`src/rtl/cwk_defines.svh`:
```
// Offsets, field positions, reset values and timing figures of the wake and flag block
`ifndef CWK_DEFINES_SVH
`define CWK_DEFINES_SVH

`define CWK_CLK_NS       100
`define CWK_CYC_UP(ns)   (((ns) + `CWK_CLK_NS - 1) / `CWK_CLK_NS)
`define CWK_CYC_DN(ns)   ((ns) / `CWK_CLK_NS)

`define CWK_UNDERVOLTAGE_DETECT_TIME_NS  100000
`define CWK_UNDERVOLTAGE_RECOVERY_TIME_NS  1000000
`define CWK_T_WAKE_NS    50000
`define CWK_T_BUSDOM_NS  5000
`define CWK_T_BUSREC_NS  5000
`define CWK_T_PAT_TO_NS  1000000
`define CWK_T_TXD_TO_NS  2500000
`define CWK_T_BUS_TO_NS  2500000
`define CWK_T_HOLD_NS    50000
`define CWK_BUSF_CYCLES  4

`define CWK_OFS_STATUS   8'h00
`define CWK_OFS_MODE     8'h04
`define CWK_OFS_CTRL     8'h08

`define CWK_ST_SUP_UV    0
`define CWK_ST_BAT_UV    1
`define CWK_ST_PWON      2
`define CWK_ST_WAKE      3
`define CWK_ST_WSRC      4
`define CWK_ST_BUSF      5
`define CWK_ST_LOCF      6
`define CWK_ST_CLAMP     7
`define CWK_ST_TXBLK     8
`define CWK_CTRL_LWAKE   0
`define CWK_CTRL_RWAKE   1
`define CWK_CTRL_RESET   2'h3

`endif

```
`src/rtl/cwk_pkg.sv`:
```
// Types shared by the wake and flag block
package cwk_pkg;

    typedef enum logic [2:0] {
        CWK_NORMAL, CWK_LISTEN, CWK_STANDBY, CWK_GTS, CWK_SLEEP
    } cwk_mode_type;

    typedef enum logic [1:0] {
        CWK_WKP_IDLE, CWK_WKP_GAP, CWK_WKP_DOM2
    } cwk_wkp_type;

    typedef struct packed {
        logic vcc_low;
        logic vio_low;
        logic vbat_low;
        logic overtemp;
        logic bus_short;
        logic txd_rxd_short;
        logic bus_dominant;
    } cwk_sense_type;

    typedef struct packed {
        logic        psel;
        logic        penable;
        logic        pwrite;
        logic [7:0]  paddr;
        logic [31:0] pwdata;
    } cwk_apb_req_type;

endpackage : cwk_pkg

```
`src/rtl/cwk_transceiver.sv`:
```
// Flag, bus wake and local failure logic of a CAN transceiver
//
// Behaviour
// - Supply low past detect time sets flag
// - Supply undervoltage forces Sleep, inhibit released
// - Wake, power-on, standby rise clear flag
// - Recovery time clears flag, follow pins
// - Battery low: flag, Standby, disengage bus
// - Battery recovery sets power-on, wake flags
// - Power-on flag shown in Listen-only
// - Local wake pin sets flag in low power
// - Wake drives fault and receive low
// - Wake set at power-on, cleared later
// - Remote wake needs dominant-recessive-dominant
// - Short intervals ignored in pattern
// - Pattern timeout resets the detector
// - Receive high until wake event
// - Normal, timeout or undervoltage suppress wake
// - Wake source flag set, shown, cleared
// - Four shorted cycles set bus failure
// - Local failure flag set and cleared
// - Transmit dominant timeout blocks transmitter
// - Transmit-receive short blocks transmitter
// - Bus clamp reported, not latched
// - Overtemperature blocks transmitter, sets flag
// - Fault output low means flag set
// - Wake source then bus failure shown
// - Go-to-Sleep hold time, abort on change
`include "cwk_defines.svh"

module cwk_transceiver
    import cwk_pkg::*;
#(
    parameter int unsigned CW         = 16,
    parameter int unsigned DET_UV_CYC = `CWK_CYC_UP(`CWK_UNDERVOLTAGE_DETECT_TIME_NS),
    parameter int unsigned REC_UV_CYC = `CWK_CYC_UP(`CWK_UNDERVOLTAGE_RECOVERY_TIME_NS),
    parameter int unsigned WAKE_CYC   = `CWK_CYC_UP(`CWK_T_WAKE_NS),
    parameter int unsigned BDOM_CYC   = `CWK_CYC_UP(`CWK_T_BUSDOM_NS),
    parameter int unsigned BREC_CYC   = `CWK_CYC_UP(`CWK_T_BUSREC_NS),
    parameter int unsigned PAT_TO_CYC = `CWK_CYC_DN(`CWK_T_PAT_TO_NS),
    parameter int unsigned TXD_TO_CYC = `CWK_CYC_UP(`CWK_T_TXD_TO_NS),
    parameter int unsigned BUS_TO_CYC = `CWK_CYC_UP(`CWK_T_BUS_TO_NS),
    parameter int unsigned HOLD_CYC   = `CWK_CYC_UP(`CWK_T_HOLD_NS)
) (
    input  wire logic            clock,
    input  wire logic            rst,
    input  wire cwk_apb_req_type apb_req,
    output logic [31:0]          prdata,
    output logic                 pready,
    output logic                 pslverr,
    input  wire cwk_sense_type   sense,
    input  wire logic            txd,
    input  wire logic            standby_control_n,
    input  wire logic            mode_select,
    input  wire logic            wake_pin,
    output logic                 rxd,
    output logic                 fault_n,
    output logic                 regulator_inhibit_output,
    output logic                 split_enable,
    output logic                 transmit_enable,
    output logic                 bus_bias_enable,
    output cwk_mode_type         mode
);

    localparam logic [CW-1:0] DET_C    = CW'(DET_UV_CYC);
    localparam logic [CW-1:0] REC_C    = CW'(REC_UV_CYC);
    localparam logic [CW-1:0] WAKE_M1  = CW'(WAKE_CYC - 1);
    localparam logic [CW-1:0] BDOM_M1  = CW'(BDOM_CYC - 1);
    localparam logic [CW-1:0] BREC_M1  = CW'(BREC_CYC - 1);
    localparam logic [CW-1:0] PAT_C    = CW'(PAT_TO_CYC);
    localparam logic [CW-1:0] TXD_C    = CW'(TXD_TO_CYC);
    localparam logic [CW-1:0] BUS_M1   = CW'(BUS_TO_CYC - 1);
    localparam logic [CW-1:0] HOLD_C   = CW'(HOLD_CYC);
    localparam logic [2:0]    BUSF_M1  = 3'(`CWK_BUSF_CYCLES - 1);
    localparam logic [2:0]    BUSF_N   = 3'(`CWK_BUSF_CYCLES);
    localparam int            NS       = $bits(cwk_sense_type) + 4;

    function automatic logic [CW-1:0] sat_inc(input logic [CW-1:0] v);
        return (&v) ? v : v + CW'(1);
    endfunction : sat_inc

    function automatic logic is_low_power(input cwk_mode_type m);
        return (m == CWK_STANDBY) || (m == CWK_GTS) || (m == CWK_SLEEP);
    endfunction : is_low_power

    function automatic cwk_mode_type pin_mode(input logic stbn, input logic en, input logic wk);
        if (stbn) begin
            return en ? CWK_NORMAL : CWK_LISTEN;
        end
        return (en && !wk) ? CWK_GTS : CWK_STANDBY;
    endfunction : pin_mode

    function automatic logic [1:0] reg_sel(input logic [7:0] a);
        case (a)
            `CWK_OFS_STATUS: return 2'h1;
            `CWK_OFS_MODE:   return 2'h2;
            `CWK_OFS_CTRL:   return 2'h3;
            default:         return 2'h0;
        endcase
    endfunction : reg_sel

    // Two-stage synchronisers for every comparator and pin input
    logic [NS-1:0] raw;
    logic [NS-1:0] s1_q;
    logic [NS-1:0] s2_q;

    assign raw = {sense, txd, standby_control_n, mode_select, wake_pin};

    for (genvar i = 0; i < NS; i++) begin : g_sync
        always_ff @(posedge clock) begin
            if (rst) begin
                s1_q[i] <= 1'b0;
                s2_q[i] <= 1'b0;
            end else begin
                s1_q[i] <= raw[i];
                s2_q[i] <= s1_q[i];
            end
        end
    end

    cwk_sense_type ss;
    logic          txd_s;
    logic          stbn_s;
    logic          en_s;
    logic          wpin_s;

    assign {ss, txd_s, stbn_s, en_s, wpin_s} = s2_q;

    cwk_mode_type mode_q;
    cwk_mode_type mode_d;
    cwk_mode_type prev_mode_q;
    cwk_wkp_type  wkp_q;
    logic         sup_uv_q;
    logic         bat_uv_q;
    logic         pwon_q;
    logic         wake_q;
    logic         wsrc_q;
    logic         busf_q;
    logic         locf_q;
    logic         clamp_q;
    logic         tx_block_q;
    logic         from_norm_q;
    logic         uv_sleep_q;
    logic         stbn_p_q;
    logic         txd_p_q;
    logic         wlvl_q;
    logic         winit_q;
    logic         shorted_q;
    logic [1:0]   ctrl_q;
    logic [2:0]   edg_q;
    logic [2:0]   busf_cnt_q;
    logic [CW-1:0] det_q;
    logic [CW-1:0] rec_q;
    logic [CW-1:0] wcnt_q;
    logic [CW-1:0] dom_q;
    logic [CW-1:0] rrun_q;
    logic [CW-1:0] pat_q;
    logic [CW-1:0] txdc_q;
    logic [CW-1:0] hold_q;

    logic enter_norm;
    logic leave_norm;
    logic act_nl;
    logic uv_low;
    logic sup_uv_set;
    logic uv_clr;
    logic rec_done;
    logic pwon_set;
    logic stbn_rise;
    logic txd_rise;
    logic local_evt;
    logic remote_evt;
    logic pat_ok;
    logic wake_set;
    logic busf_set;
    logic loc_set;
    logic loc_clr;
    logic sup_ok;

    assign enter_norm = (mode_q == CWK_NORMAL) && (prev_mode_q != CWK_NORMAL);
    assign leave_norm = (prev_mode_q == CWK_NORMAL) && (mode_q != CWK_NORMAL);
    assign act_nl     = (mode_q == CWK_NORMAL) || (mode_q == CWK_LISTEN);
    assign stbn_rise  = stbn_s && !stbn_p_q;
    assign txd_rise   = txd_s && !txd_p_q;
    assign sup_ok     = !ss.vio_low && !ss.vbat_low;

    // Supply undervoltage timers and flag
    assign uv_low     = ss.vcc_low || ss.vio_low;
    assign sup_uv_set = !sup_uv_q && (det_q >= DET_C);
    assign pwon_set   = bat_uv_q && !ss.vbat_low;
    assign uv_clr     = wake_set || pwon_set || stbn_rise;
    assign rec_done   = sup_uv_q && (rec_q >= REC_C);

    always_ff @(posedge clock) begin
        if (rst || uv_clr) begin
            det_q <= '0;
            rec_q <= '0;
        end else begin
            det_q <= uv_low ? sat_inc(det_q) : '0;
            rec_q <= uv_low ? '0 : sat_inc(rec_q);
        end
    end

    // A fresh detection wins over a clear arriving in the same cycle
    always_ff @(posedge clock) begin
        if (rst) begin
            sup_uv_q <= 1'b0;
        end else if (sup_uv_set) begin
            sup_uv_q <= 1'b1;
        end else if (uv_clr || rec_done) begin
            sup_uv_q <= 1'b0;
        end
    end

    always_ff @(posedge clock) begin
        if (rst) begin
            bat_uv_q <= 1'b0;
            pwon_q   <= 1'b1;
        end else begin
            bat_uv_q <= ss.vbat_low;
            if (pwon_set) begin
                pwon_q <= 1'b1;
            end else if (enter_norm) begin
                pwon_q <= 1'b0;
            end
        end
    end

    // Operating mode
    always_comb begin
        cwk_mode_type pm;
        pm     = pin_mode(stbn_s, en_s, wake_q);
        mode_d = pm;
        if (sup_uv_q) begin
            mode_d = CWK_SLEEP;
        end else if (bat_uv_q) begin
            mode_d = CWK_STANDBY;
        end else begin
            case (mode_q)
                CWK_SLEEP: begin
                    if (!(stbn_s || wake_q || uv_sleep_q)) begin
                        mode_d = CWK_SLEEP;
                    end
                end
                CWK_GTS: begin
                    if (pm == CWK_GTS && hold_q >= HOLD_C) begin
                        mode_d = CWK_SLEEP;
                    end
                end
                default: mode_d = pm;
            endcase
        end
    end

    always_ff @(posedge clock) begin
        if (rst) begin
            mode_q      <= CWK_STANDBY;
            prev_mode_q <= CWK_STANDBY;
            hold_q      <= '0;
            uv_sleep_q  <= 1'b0;
            from_norm_q <= 1'b0;
        end else begin
            mode_q      <= mode_d;
            prev_mode_q <= mode_q;
            hold_q      <= (mode_q == CWK_GTS && mode_d == CWK_GTS) ? sat_inc(hold_q) : '0;
            uv_sleep_q  <= sup_uv_q || (uv_sleep_q && mode_q == CWK_SLEEP);
            if (mode_q == CWK_NORMAL) begin
                from_norm_q <= 1'b1;
            end else if (is_low_power(mode_q)) begin
                from_norm_q <= 1'b0;
            end
        end
    end

    // Local wake: a new pin level must hold for the filter time
    assign local_evt = winit_q && (wpin_s != wlvl_q) && (wcnt_q >= WAKE_M1)
                       && is_low_power(mode_q) && ctrl_q[`CWK_CTRL_LWAKE];

    always_ff @(posedge clock) begin
        if (rst) begin
            winit_q <= 1'b0;
            wlvl_q  <= 1'b0;
            wcnt_q  <= '0;
        end else if (!winit_q) begin
            winit_q <= 1'b1;
            wlvl_q  <= wpin_s;
        end else if (wpin_s == wlvl_q) begin
            wcnt_q <= '0;
        end else if (wcnt_q >= WAKE_M1) begin
            wlvl_q <= wpin_s;
            wcnt_q <= '0;
        end else begin
            wcnt_q <= sat_inc(wcnt_q);
        end
    end

    // Bus run lengths shared by the wake pattern and the clamp timeout
    always_ff @(posedge clock) begin
        if (rst) begin
            dom_q  <= '0;
            rrun_q <= '0;
        end else begin
            dom_q  <= ss.bus_dominant ? sat_inc(dom_q) : '0;
            rrun_q <= ss.bus_dominant ? '0 : sat_inc(rrun_q);
        end
    end

    // Glitches never reach a phase threshold, so they cannot advance the pattern
    assign pat_ok     = is_low_power(mode_q) && !sup_uv_q && !sup_uv_set
                        && ctrl_q[`CWK_CTRL_RWAKE] && (pat_q < PAT_C);
    assign remote_evt = pat_ok && (wkp_q == CWK_WKP_DOM2)
                        && ss.bus_dominant && (dom_q >= BDOM_M1);

    always_ff @(posedge clock) begin
        if (rst) begin
            wkp_q <= CWK_WKP_IDLE;
            pat_q <= '0;
        end else if (!pat_ok) begin
            wkp_q <= CWK_WKP_IDLE;
            pat_q <= '0;
        end else begin
            pat_q <= (wkp_q == CWK_WKP_IDLE) ? '0 : sat_inc(pat_q);
            case (wkp_q)
                CWK_WKP_IDLE: begin
                    if (ss.bus_dominant && dom_q >= BDOM_M1) begin
                        wkp_q <= CWK_WKP_GAP;
                    end
                end
                CWK_WKP_GAP: begin
                    if (!ss.bus_dominant && rrun_q >= BREC_M1) begin
                        wkp_q <= CWK_WKP_DOM2;
                    end
                end
                CWK_WKP_DOM2: begin
                    if (remote_evt) begin
                        wkp_q <= CWK_WKP_IDLE;
                    end
                end
                default: wkp_q <= CWK_WKP_IDLE;
            endcase
        end
    end

    // Wake and wake-source flags
    assign wake_set = local_evt || remote_evt || pwon_set;

    always_ff @(posedge clock) begin
        if (rst) begin
            wake_q <= 1'b1;
            wsrc_q <= 1'b1;
        end else begin
            if (wake_set) begin
                wake_q <= 1'b1;
            end else if (sup_uv_set || enter_norm) begin
                wake_q <= 1'b0;
            end
            if (local_evt || pwon_set) begin
                wsrc_q <= 1'b1;
            end else if (leave_norm) begin
                wsrc_q <= 1'b0;
            end
        end
    end

    // Bus failure: consecutive dominant-recessive cycles with a short seen
    assign busf_set = (mode_q == CWK_NORMAL) && txd_rise
                      && (shorted_q || ss.bus_short) && (busf_cnt_q == BUSF_M1);

    always_ff @(posedge clock) begin
        if (rst) begin
            shorted_q  <= 1'b0;
            busf_cnt_q <= '0;
            busf_q     <= 1'b0;
            txd_p_q    <= 1'b1;
            edg_q      <= '0;
        end else begin
            txd_p_q <= txd_s;
            if (mode_q != CWK_NORMAL || txd_rise) begin
                shorted_q <= 1'b0;
            end else if (!txd_s && ss.bus_short) begin
                shorted_q <= 1'b1;
            end
            if (mode_q != CWK_NORMAL || busf_set) begin
                busf_cnt_q <= '0;
            end else if (txd_rise) begin
                busf_cnt_q <= (shorted_q || ss.bus_short) ? busf_cnt_q + 3'h1 : '0;
            end
            if (busf_set) begin
                busf_q <= 1'b1;
            end else if (enter_norm || pwon_set) begin
                busf_q <= 1'b0;
            end
            if (enter_norm) begin
                edg_q <= '0;
            end else if (mode_q == CWK_NORMAL && txd_rise && edg_q < BUSF_N) begin
                edg_q <= edg_q + 3'h1;
            end
        end
    end

    // Local failures
    assign loc_set = act_nl && ((txdc_q >= TXD_C) || ss.txd_rxd_short || ss.overtemp);
    assign loc_clr = enter_norm || pwon_set
                     || (ss.bus_dominant && txd_s && !ss.overtemp && !ss.txd_rxd_short);

    always_ff @(posedge clock) begin
        if (rst) begin
            txdc_q     <= '0;
            locf_q     <= 1'b0;
            tx_block_q <= 1'b0;
            clamp_q    <= 1'b0;
        end else begin
            txdc_q  <= (mode_q == CWK_NORMAL && !txd_s) ? sat_inc(txdc_q) : '0;
            clamp_q <= act_nl && ss.bus_dominant && (dom_q >= BUS_M1);
            if (loc_set) begin
                locf_q     <= 1'b1;
                tx_block_q <= 1'b1;
            end else if (loc_clr) begin
                locf_q     <= 1'b0;
                tx_block_q <= 1'b0;
            end
        end
    end

    // Pin outputs, all registered
    always_ff @(posedge clock) begin
        if (rst) begin
            rxd                      <= 1'b1;
            fault_n                  <= 1'b1;
            regulator_inhibit_output <= 1'b1;
            split_enable             <= 1'b0;
            transmit_enable          <= 1'b0;
            bus_bias_enable          <= 1'b0;
            stbn_p_q                 <= 1'b0;
        end else begin
            stbn_p_q                 <= stbn_s;
            regulator_inhibit_output <= (mode_d != CWK_SLEEP);
            split_enable             <= (mode_d == CWK_NORMAL) || (mode_d == CWK_LISTEN);
            bus_bias_enable          <= !ss.vbat_low;
            transmit_enable          <= (mode_d == CWK_NORMAL) && !tx_block_q
                                        && !loc_set && !ss.vbat_low;
            if (is_low_power(mode_q)) begin
                rxd     <= !(wake_q && sup_ok);
                fault_n <= !(wake_q && sup_ok);
            end else begin
                rxd <= !ss.bus_dominant;
                case (mode_q)
                    CWK_NORMAL: fault_n <= (edg_q < BUSF_N) ? !wsrc_q : !busf_q;
                    CWK_LISTEN: fault_n <= from_norm_q ? !(locf_q || clamp_q) : !pwon_q;
                    default:    fault_n <= 1'b1;
                endcase
            end
        end
    end

    assign mode = mode_q;

    // APB slave with no wait states: the answer is prepared in the setup cycle
    logic [31:0] status_w;
    logic [31:0] rdata_w;
    logic [1:0]  sel_w;

    assign sel_w = reg_sel(apb_req.paddr);

    always_comb begin
        status_w                  = '0;
        status_w[`CWK_ST_SUP_UV]  = sup_uv_q;
        status_w[`CWK_ST_BAT_UV]  = bat_uv_q;
        status_w[`CWK_ST_PWON]    = pwon_q;
        status_w[`CWK_ST_WAKE]    = wake_q;
        status_w[`CWK_ST_WSRC]    = wsrc_q;
        status_w[`CWK_ST_BUSF]    = busf_q;
        status_w[`CWK_ST_LOCF]    = locf_q;
        status_w[`CWK_ST_CLAMP]   = clamp_q;
        status_w[`CWK_ST_TXBLK]   = tx_block_q;
        case (sel_w)
            2'h1:    rdata_w = status_w;
            2'h2:    rdata_w = {29'h0, mode_q};
            2'h3:    rdata_w = {30'h0, ctrl_q};
            default: rdata_w = '0;
        endcase
    end

    always_ff @(posedge clock) begin
        if (rst) begin
            pready  <= 1'b0;
            pslverr <= 1'b0;
            prdata  <= '0;
        end else if (apb_req.psel && !apb_req.penable) begin
            pready  <= 1'b1;
            pslverr <= (sel_w == 2'h0);
            prdata  <= apb_req.pwrite ? '0 : rdata_w;
        end else begin
            pready  <= 1'b0;
            pslverr <= 1'b0;
        end
    end

    always_ff @(posedge clock) begin
        if (rst) begin
            ctrl_q <= `CWK_CTRL_RESET;
        end else if (apb_req.psel && apb_req.penable && pready && apb_req.pwrite && sel_w == 2'h3) begin
            ctrl_q <= apb_req.pwdata[1:0];
        end
    end

endmodule : cwk_transceiver

```
`config.mk`:
```
export PLATFORM = sky130hd
export DESIGN_NAME = cwk_transceiver
export DESIGN_NICKNAME = d
export VERILOG_FILES = /design/src/rtl/cwk_pkg.sv /design/src/rtl/cwk_transceiver.sv
export VERILOG_INCLUDE_DIRS = /design/src /design/src/rtl
export SDC_FILE = /design/constraint.sdc
export NUM_CORES = 1
export LEC_CHECK = 0
export BUFFER_PORTS_ARGS = -buffer_cell sky130_fd_sc_hd__buf_2
export CAP_MARGIN = 20
export CORE_MARGIN = 8
export CORE_UTILIZATION = 65
export CTS_BUF_LIST = sky130_fd_sc_hd__clkbuf_4
export DETAILED_ROUTE_END_ITERATION = 10
export HOLD_SLACK_MARGIN = 0.08
export PLACE_DENSITY = 0.87
export SLEW_MARGIN = 20
export SYNTH_ARGS = -nofsm -noshare
export SYNTH_HDL_FRONTEND = slang
export SYNTH_SLANG_ARGS = --single-unit
```
`constraint.sdc`:
```
create_clock -name clock -period 5.9 [get_ports clock]
set_clock_uncertainty 0.2 [all_clocks]
set_input_delay 1.77 -clock clock [delete_from_list [all_inputs] [get_ports clock]]
set_output_delay 1.77 -clock clock [all_outputs]
set_load 0.005 [all_outputs]
```
; ---- Yosys cells after proc, flatten, opt, wreduce, memory -nomap -nowiden
; Cells that the tools add are included.
[op_classes]
n_addsub = 10
magnitude_cmp = 10
eq_ne = 24
mux = 39
bitwise_logic = 6
reduce_logical = 127
[op_table]
columns = operator, n
row1 = "adder 16 x 1 -> 16 bit, second input constant", 8
row2 = AND reduction 16 bit, 8
row3 = two-way mux 16 bit, 3
row4 = logical AND 1 bit, 46
row5 = ">= comparator 16 x 15 -> 1 bit, second input constant", 2
row6 = ">= comparator 16 x 6 -> 1 bit, second input constant", 2
row7 = ">= comparator 16 x 9 -> 1 bit, second input constant", 2
row8 = two-way mux 32 bit, 1
row9 = OR reduction 2 bit, 14
row10 = one-hot mux 9 bit (3 select lines), 1
row11 = logical OR 1 bit, 24
row12 = two-way mux 3 bit, 7
row13 = two-way mux 1 bit, 20
row14 = zero test 1 bit, 19
row15 = ">= comparator 16 x 10 -> 1 bit, second input constant", 1
row16 = ">= comparator 16 x 14 -> 1 bit, second input constant", 1
row17 = "less-than comparator 16 x 14 -> 1 bit, second input constant", 1
row18 = "== test 3 x 2 -> 1 bit, second input constant", 5
row19 = one-hot mux 2 bit (3 select lines), 2
row20 = zero test 3 bit, 3
row21 = "== test 8 x 3 -> 1 bit, second input constant", 1
row22 = "== test 8 x 4 -> 1 bit, second input constant", 1
row23 = zero test 8 bit, 1
row24 = nonzero test 2 bit, 4
row25 = 20 further kinds, 39
[word_totals]
regBits = 221
in_bits = 56
output_inout_bits = 43
elab_cells = 276

; ---- Depth between registers and ports, before layout
; Gate-level depths: netlist of the first run.
[logic_depth]
word_depth = 17
mapped_depth = 8
depth_no_buf = 7

; ---- Worst setup path after synthesis of the first run
; Ideal clock, no wire load.
[synth_path]
path_kind = input to register
startpoint = input apb_req[37] in the netlist's numbering
endpoint = register ctrl_q[0]
setup_time_ps = 128
t_arrival_ps = 2941
required_time_ps = 5572
setup_slack_ps = 2631
path_stages = 5
path_buffers = 0
cell_sequence = nor4_1 > nand2_1 > nor4b_1 > mux2i_1 > nand2_1
[synth_between]
elab_chain_cells = 4
word_cells_on_any_way = 6
cone_classes = eq/ne (3) / mux (1) / reduce/logical (2)
[synth_rtl]
columns = element, line
row1 = from (decl), cwk_transceiver.sv:47  ; input wire cwk_apb_req_type apb_req,
row2 = "== test 8 x 4 -> 1 bit, or another cell as far along", cwk_transceiver.sv:94  ; case (a)
row3 = one-hot mux 2 bit (3 select lines) (*), cwk_transceiver.sv:94
row4 = == test 2 bit (*), cwk_transceiver.sv:502  ; end else if (apb_req.psel && apb_req.penable && pready && apb_req.pwrite && sel_w == 2'h3) begin
row5 = logical AND 1 bit (*), cwk_transceiver.sv:502
row6 = to (signal assigned), cwk_transceiver.sv:501  ; ctrl_q <= `CWK_CTRL_RESET;
row7 = to (signal assigned), cwk_transceiver.sv:503  ; ctrl_q <= apb_req.pwdata[1:0];
row8 = to (decl), cwk_transceiver.sv:149  ; logic [1:0] ctrl_q;
; Every way passes the cells marked *; elsewhere a longest branch is shown, timed or not.
; A chain may end at the register's enable or synchronous reset.

; ---- Worst setup path after layout of the first run
[layout_path]
startpoint = register mode_q[1] (netlist: mode[1])
endpoint = output mode[1]
[layout_rtl]
columns = element, line
row1 = from (decl), cwk_transceiver.sv:129  ; cwk_mode_type mode_q;
row2 = from (signal assigned), cwk_transceiver.sv:263  ; mode_q <= mode_d;
row3 = to (decl), cwk_transceiver.sv:62  ; output cwk_mode_type mode
; No word-level cell between the ends.

==> results of run 1 <==
==> cells by family after synthesis <==
logic type	share of synthesized area (%)
AOI/OAI and AO/OA	12.42
buffers and inverters	5.293
adders and majority gates	2.598
and+or+nand+nor	27.83
DFF	43.11
other	0.04099
muxes	2.202
xor gates and xnor gates	6.510
==> worst min-delay path by stage <==
| stage | startpoint | endpoint | slack, ps |
|---|---|---|---|
| floorplan | s1_q[1] | en_s | 210 |
| global placement | s1_q[10] | s2_q[10] | 220 |
| detailed placement | s1_q[10] | s2_q[10] | 230 |
| CTS | s1_q[10] | s2_q[10] | 250 |
| global route | s1_q[7] | s2_q[7] | 260 |
| finish | s1_q[9] | s2_q[9] | 240 |
==> layer usage <==
layer  up-vias  share of wire, %
li1       3632                 -
met1      3390                46
met2       200                46
met3        23               6.4
met4         0               1.2
met5         -                 0
==> state kept, by name (all words and copies together), names as in the netlist, 16 cells and up <==
register and cells:
hold_q 16, dom_q 16, wcnt_q 16, txdc_q 16, rec_q 16, det_q 16, pat_q 16, rrun_q 16
==> placed cells by master, fill, tap and decap left out, types with 4 or more instances in the layout <==
| cell type | instances |
|---|---|
| nor3_2 | 27 |
| o211ai_1 | 4 |
| o21ai_0 | 21 |
| mux2i_1 | 19 |
| xor2_1 | 14 |
| o211a_1 | 4 |
| a22oi_1 | 6 |
| and3_1 | 9 |
| ha_1 | 19 |
| nand2b_1 | 6 |
| and4_1 | 11 |
| nand2_1 | 65 |
| nor2_1 | 124 |
| or2_2 | 6 |
| buf_4 | 4 |
| conb_1 | 32 |
| a31oi_1 | 17 |
| nor4_1 | 20 |
| clkinv_1 | 4 |
| nor2b_1 | 34 |
| nand3_1 | 46 |
| nand3b_1 | 5 |
| a211oi_1 | 16 |
| or4_1 | 4 |
| xnor2_1 | 54 |
| nor3_1 | 34 |
| clkbuf_4 | 20 |
| and2_1 | 4 |
| dfxtp_1 | 197 |
| inv_1 | 31 |
| nor3b_1 | 7 |
| nor4b_1 | 8 |
| nand4_1 | 23 |
| a21oi_1 | 42 |
| buf_2 | 45 |
| o21ai_1 | 7 |
==> layout make-up <==
cell class,count,area share (%)
tap,180,2.331
inverter,31,1.204
timing repair buffer,49,2.642
sequential,197,40.82
clock buffer,20,1.554
clock inverter,11,1.153
multi-input combinational,754,50.27
antenna,1,0.02590
==> power by group <==
group | leakage, nW | internal [mW] | total [mW] | switching, mW
Clock | 0.135 | 0.257 | 0.678 | 0.421
Combinational | 1.65 | 0.0404 | 0.109 | 0.0683
Sequential | 1.60 | 1.35 | 1.37 | 0.0205
Total | 3.38 | 1.65 | 2.16 | 0.510
==> metrics.md, run 1 <==
| Metric | Value |
|---|---|
| Status | `complete, no violations` |
| Required @ worst endpoint | `3930 ps` |
| Placed insts | `1,210` |
| Final setup TNS | `0 ps` |
| Mapped Cells | `around 1,000` |
| Slowest cell on crit path | `dfxtp_1` |
| Io pins | `between 90 and 100` |
| P&R area growth vs syn | `5.607%` |
| Clock Path Buffers | `2` |
| Post-cts resize count | `0` |
| Post-Place Cell Area | `9376 um2` |
| CP top delay family | `flip-flops` |
| Final Hold Fails | `0` |
| Fill count | `1,066` |
| Synth top area share | `43.11%` |
| Total power | `2.161 mW` |
| Nets | `1,125` |
| Final Non-Filler Cells | `between 1,000 and 1,500` |
| RSZ-0062 raised after global routing | `false` |
| Die Height | `134.6 um` |
| CTS tree | `done` |
| Commonest cells in the netlist | `dfxtp_1 (197), nor2_1 (124), nand2_1 (65), xnor2_1 (54), nand3_1 (46)` |
| Initial drt markers | `612` |
| Total of max-cap violations | `0` |
| Final worst slack | `2481 ps` |
| Crit path cell chain | `buf_2` |
| Final wirelength | `18,120 um` |
| Met3 Usage GRT | `4.978%` |
| First-pass GRT wire length | `30,150 um` |
| Avg Cell Area, Syn | `9.022 um2` |
| Crit path launch | `mode[1]` |
| Met2 global-route usage | `32.84%` |
| Top-count cell post-synth | `dfxtp_1` |
| Hold Path Class | `flop to flop` |
| Setup violations, final | `0` |
| Critical path arrival | `1450 ps` |
| Reg clk slew, reported paths | `140 ps` |
| Cell at the root of the clock tree | `clkbuf_4` |
| Worst r2r src | `mode[2]` |
| FF-to-FF path depth | `6` |
| Pre-CTS setup slack | `2122 ps` |
| Ratio of cells with drive above 1 in the final layout | `12.71%` |
| CP Capture Type | `output pin` |
| WP depth | `1` |
| DP HPWL | `12,850 um` |
| Post-synth EDFFs | `0` |
| Starting Density | `66.17%` |
| Antenna violations before repair | `1` |
| Hold WS | `238.2 ps` |
| Via count | `between 7,000 and 8,000` |
| CP Max Fanout | `14` |
| Sequential cell area | `3944 um2` |
| Maximum VDD drop | `161.3 uV` |
| Critical Path Sink | `mode[1]` |
| Async SR Flop Fraction | `0%` |
| Largest net degree at the start of global routing | `57` |
| Post-synthesis sequential area ratio | `43.11%` |
| Critical Path Start Type | `flop` |
| Die area | `18,130 um2` |
| Clk sink count | `197` |
| DRC | `0` |
| Routability Congestion | `0.8908` |
| Core Footprint | `13,830 um2` |
| Post-Layout Inst Area | `approximately 9700 um2` |
| Most Crowded Layer GR | `met2` |
| Vias per cell | `approximately 5.8` |
| Slew Limit Fails | `0` |
| Synth Register Bits | `197` |
| Largest area contributor in the netlist | `dfxtp_1` |
| Fin util | `69.88%` |
| Critical path buffer and inverter count | `1` |
| Max stage delay on crit path | `roughly 660 ps` |
| Worst slew margin | `33.44%` |
| Tcrit/Tclk final | `57.95%` |
| Remaining global-route overflow | `0` |
| All-Layer GR Usage | `19.90%` |
| Setup bufs post-CTS | `0` |
| Flop-to-flop setup slack | `3210 ps` |
| Hold Path Cell Cnt | `1` |
| First drt pass iteration count | `8` |
| PD cells | `about 220 nW/um2` |
| CTS Hold Buffers Added | `0` |
| Worst-Margin Slew | `approximately 990 ps` |
| Ys Warns | `0` |
| ANT nets after route | `0` |
| H-tree depth | `4` |
| Via count of the first global-routing pass | `6,539` |
| Area of the multi-input gates | `~4900 um2` |
| Drt wl/cell | `about 15 um` |
| Skew-Pair Late Insertion Delay | `570 ps` |
| Post-synth design cell area | `9149 um2` |
| Ys flop type | `dfxtp_1` |
| Maximum clock rate | `around 290 MHz` |
| Site row count | `43` |
| Crit Path Category | `flop to output pin` |
| Met1 usage | `25.18%` |
| Min Clock Period, post-route | `about 3400 ps` |
| P_leak | `3.381 nW` |
| Port bufs | `45` |
| Die Width | `~130 um` |
| TritonCTS buffer count | `17` |
| Area contributors post-synth | `dfxtp_1 (43%), xnor2_1 (5.2%), nor2_1 (5.1%), nor3_2 (2.8%), nand2_1 (2.7%)` |
| Netlist cell types | `82` |
| RR Endpoint | `rec_q[14]` |
(Power assumes the default switching activity.)
==> inputs of run 2 (changes only) <==
Settings changed: CORE_UTILIZATION 65 to 61, PLACE_DENSITY 0.87 to 0.82.
Clock period 5.9 ns to 3.2 ns, I/O delays scaled along.
==> run 2 against run 1 <==
Net effect:
- count of clock-buffer cells in the layout is 2 lower
- routed wire length is 0.88% lower
- sequential power is 85% higher
- global-route usage is 1.3 points lower
- combinational power is 90% higher
- largest power group unchanged
- critical path type is now flop to flop
- register-to-register slack worse by 2800 ps
- die area is 5.8% higher
- sequential share of layout area is 0.46 points lower
- non-clock buffer count is 12 higher
==> metrics.md, run 2 (synthesis results as in run 1) <==
| Metric | Value |
|---|---|
| Status | `complete, no violations` |
| Maximum VDD drop | `304.3 uV (+89%)` |
| DRC | `0 (unchanged)` |
| Required @ worst endpoint | `3450 ps (-480 ps)` |
| Crit Path Category | `flop to flop` |
| Antenna Cells | `0 (-1)` |
| Most common cell after layout, fill and taps aside | `dfxtp_1` |
| Min Clock Period, post-route | `2785 ps` |
| First-pass GRT wire length | `30,480 um (+1.1%)` |
| Core Footprint | `14,590 um2 (+5.5%)` |
| Critical path buffer and inverter count | `2 (+1)` |
| Final Non-Filler Cells | `1,259 (+1.3%)` |
| P_leak | `3.436 nW (+1.6%)` |
| Initial drt markers | `439 (-28%)` |
| Slowest cell on crit path | `o211ai_4` |
| Crit path cell chain | `inv_1, ha_1, nor4b_1, o211ai_1, o2111ai_4, o211ai_4, buf_4, nor3_1` |
| Final Hold Fails | `0 (unchanged)` |
| Site row count | `44 (+2.3%)` |
| Vias per cell | `5.699 (-2.2%)` |
| P&R area growth vs syn | `6.811%` |
| HP Start | `s1_q[9]` |
| Via count of the first global-routing pass | `6,544 (+0.076%)` |
| Worst-Margin Slew | `733.6 ps (-256.6 ps)` |
| Internal power | `3.118 mW (+89%)` |
| Final wirelength | `17,960 um (-0.88%)` |
| CTS tree | `done` |
| Reg clk slew, reported paths | `150 ps (about the same)` |
| Combinational Power Share | `5.1% (about the same)` |
| Skew-Pair Late Insertion Delay | `600 ps (+30 ps)` |
| Nets | `1,137 (+1.1%)` |
| Final worst slack | `414.5 ps (-2066 ps)` |
| Remaining global-route overflow | `0 (unchanged)` |
| RSZ-0062 raised after global routing | `false` |
| Post-cts resize count | `0 (unchanged)` |
| Placed insts | `1,226 (+1.3%)` |
| Critical path arrival | `3040 ps (+1590 ps)` |
| Port bufs | `45 (unchanged)` |
| Critical Path Start Type | `flop` |
| Switch share | `23.61% (+0.032 points)` |
| Clk sink count | `197 (unchanged)` |
| ANT nets after route | `0 (unchanged)` |
| Via count | `7,175 (-0.97%)` |
| Crit path launch | `dom_q[0]` |
| CTS Hold Buffers Added | `0 (unchanged)` |
| Maximum clock rate | `~360 MHz` |
| Clock power frac | `32.9% (+1.5 points)` |
| Total of max-cap violations | `0 (unchanged)` |
| Share of power burned in registers | `62.0% (-1.6 points)` |
| DP HPWL | `12,840 um (about the same)` |
| Antenna violations before repair | `0 (-1)` |
| Max stage delay on crit path | `630 ps (-30 ps)` |
| Largest net degree at the start of global routing | `37 (-35%)` |
| Cell at the root of the clock tree | `clkbuf_4` |
| Slew Limit Fails | `0 (unchanged)` |
| Most frequent cells in the layout | `dfxtp_1 (197), nor2_1 (124), nand2_1 (65)` |
| Worst r2r src | `dom_q[0]` |
| CP Max Fanout | `17 (+3)` |
| Final setup TNS | `0 ps (unchanged)` |
| Fin util | `66.98% (-2.9 points)` |
| Die Width | `138.5 um (+2.8%)` |
| Worst slew margin | `50.86% (+17 points)` |
| Tcrit/Tclk final | `about 87%` |
| First drt pass iteration count | `5 (-3)` |
| Drt wl/cell | `14.27 um (-2.1%)` |
| Clock Path Buffers | `2 (unchanged)` |
| All-Layer GR Usage | `18.60% (-1.3 points)` |
| Switch Pwr | `0.9637 mW (+89%)` |
| CP top delay family | `compound AO/OA/AOI/OAI gates` |
| Setup violations, final | `0 (unchanged)` |
| Ratio of cells with drive above 1 in the final layout | `13.95% (+1.2 points)` |
| Die area | `19,170 um2 (+5.8%)` |
| Pre-CTS setup slack | `462.6 ps (-1659 ps)` |
| Fill count | `1,196 (+12%)` |
| H-tree depth | `4 (unchanged)` |
| Starting Density | `62.71% (-3.5 points)` |
| Die Height | `138.5 um (+2.8%)` |
| Setup bufs post-CTS | `0 (unchanged)` |
| Routability Congestion | `0.9286 (+4.2%)` |
| Hold WS | `243.2 ps (+4.989 ps)` |
| CP Capture Type | `flop` |
| PD cells | `417.7 nW/um2 (+87%)` |
| Io pins | `99 (unchanged)` |
| Hold Path Class | `flop to flop` |
| TritonCTS buffer count | `17 (unchanged)` |
-- run 2: changes by cell type in the layout (fill, tap and decap cells not counted), moves of 2 or more --
| cell | before | now |
|---|---|---|
| clkinvlp_4 | 3 | 5 |
| clkbuf_4 | 20 | 18 |
| buf_4 | 4 | 15 |
| clkinv_2 | 1 | 4 |
| clkinv_1 | 4 | 1 |
-- run 2: worst reg2reg max path: stages, from the launching register on --
cell and delay, ps:
dfxtp_1 470, inv_1 70, ha_1 200, nor4b_1 160, o211ai_1 360, o2111ai_4 160, o211ai_4 630, buf_4 340
nor3_1 70
-- run 2: per-stage QoR --
stage               total power [mW]  cell area (um2)
floorplan                      2.750             9265
global placement               2.785             9472
detailed placement             2.791             9472
CTS                            4.118             9767
global route                   4.237             9772
finish                         4.082             9772
-- run 2: cell type report --
type                       instances  area, um2  area share, %
multi-input combinational        754       4843          49.56
sequential                       197       3944          40.36
timing repair buffer              61      342.8          3.508
tap                              184      230.2          2.356
clock inverter                    14      160.2          1.639
clock buffer                      18      135.1          1.383
inverter                          31      116.4          1.191
-- run 2: per-layer routing --
| metal | routed length (um) | GRT usage, % | up-vias |
|---|---|---|---|
| met5 | 0 | 0 | - |
| met4 | 240 | 6.293 | 0 |
| met3 | 1067 | 5.205 | 24 |
| met2 | 7980 | 28.73 | 150 |
| met1 | 8676 | 24.47 | 3344 |
| li1 | - | - | 3657 |
-- run 2: worst paths after layout --
path / to / slack, ps / cells past startpoint
setup / recovery: det_q[8] / 410 / 8
hold reg to reg: s2_q[9] / 240 / 1
setup reg to reg: det_q[8] / 410 / 8
hold / removal: s2_q[9] / 240 / 1
-- run 2: power groups by stage --
stage | registers [mW] | clock network, mW | logic [mW]
final | 2.53 | 1.34 | 0.207
after floorplan | 2.57 | 0 | 0.176
after global routing | 2.54 | 1.47 | 0.233
after global placement | 2.58 | 0 | 0.202
after detailed placement | 2.59 | 0 | 0.206
after CTS | 2.53 | 1.38 | 0.207
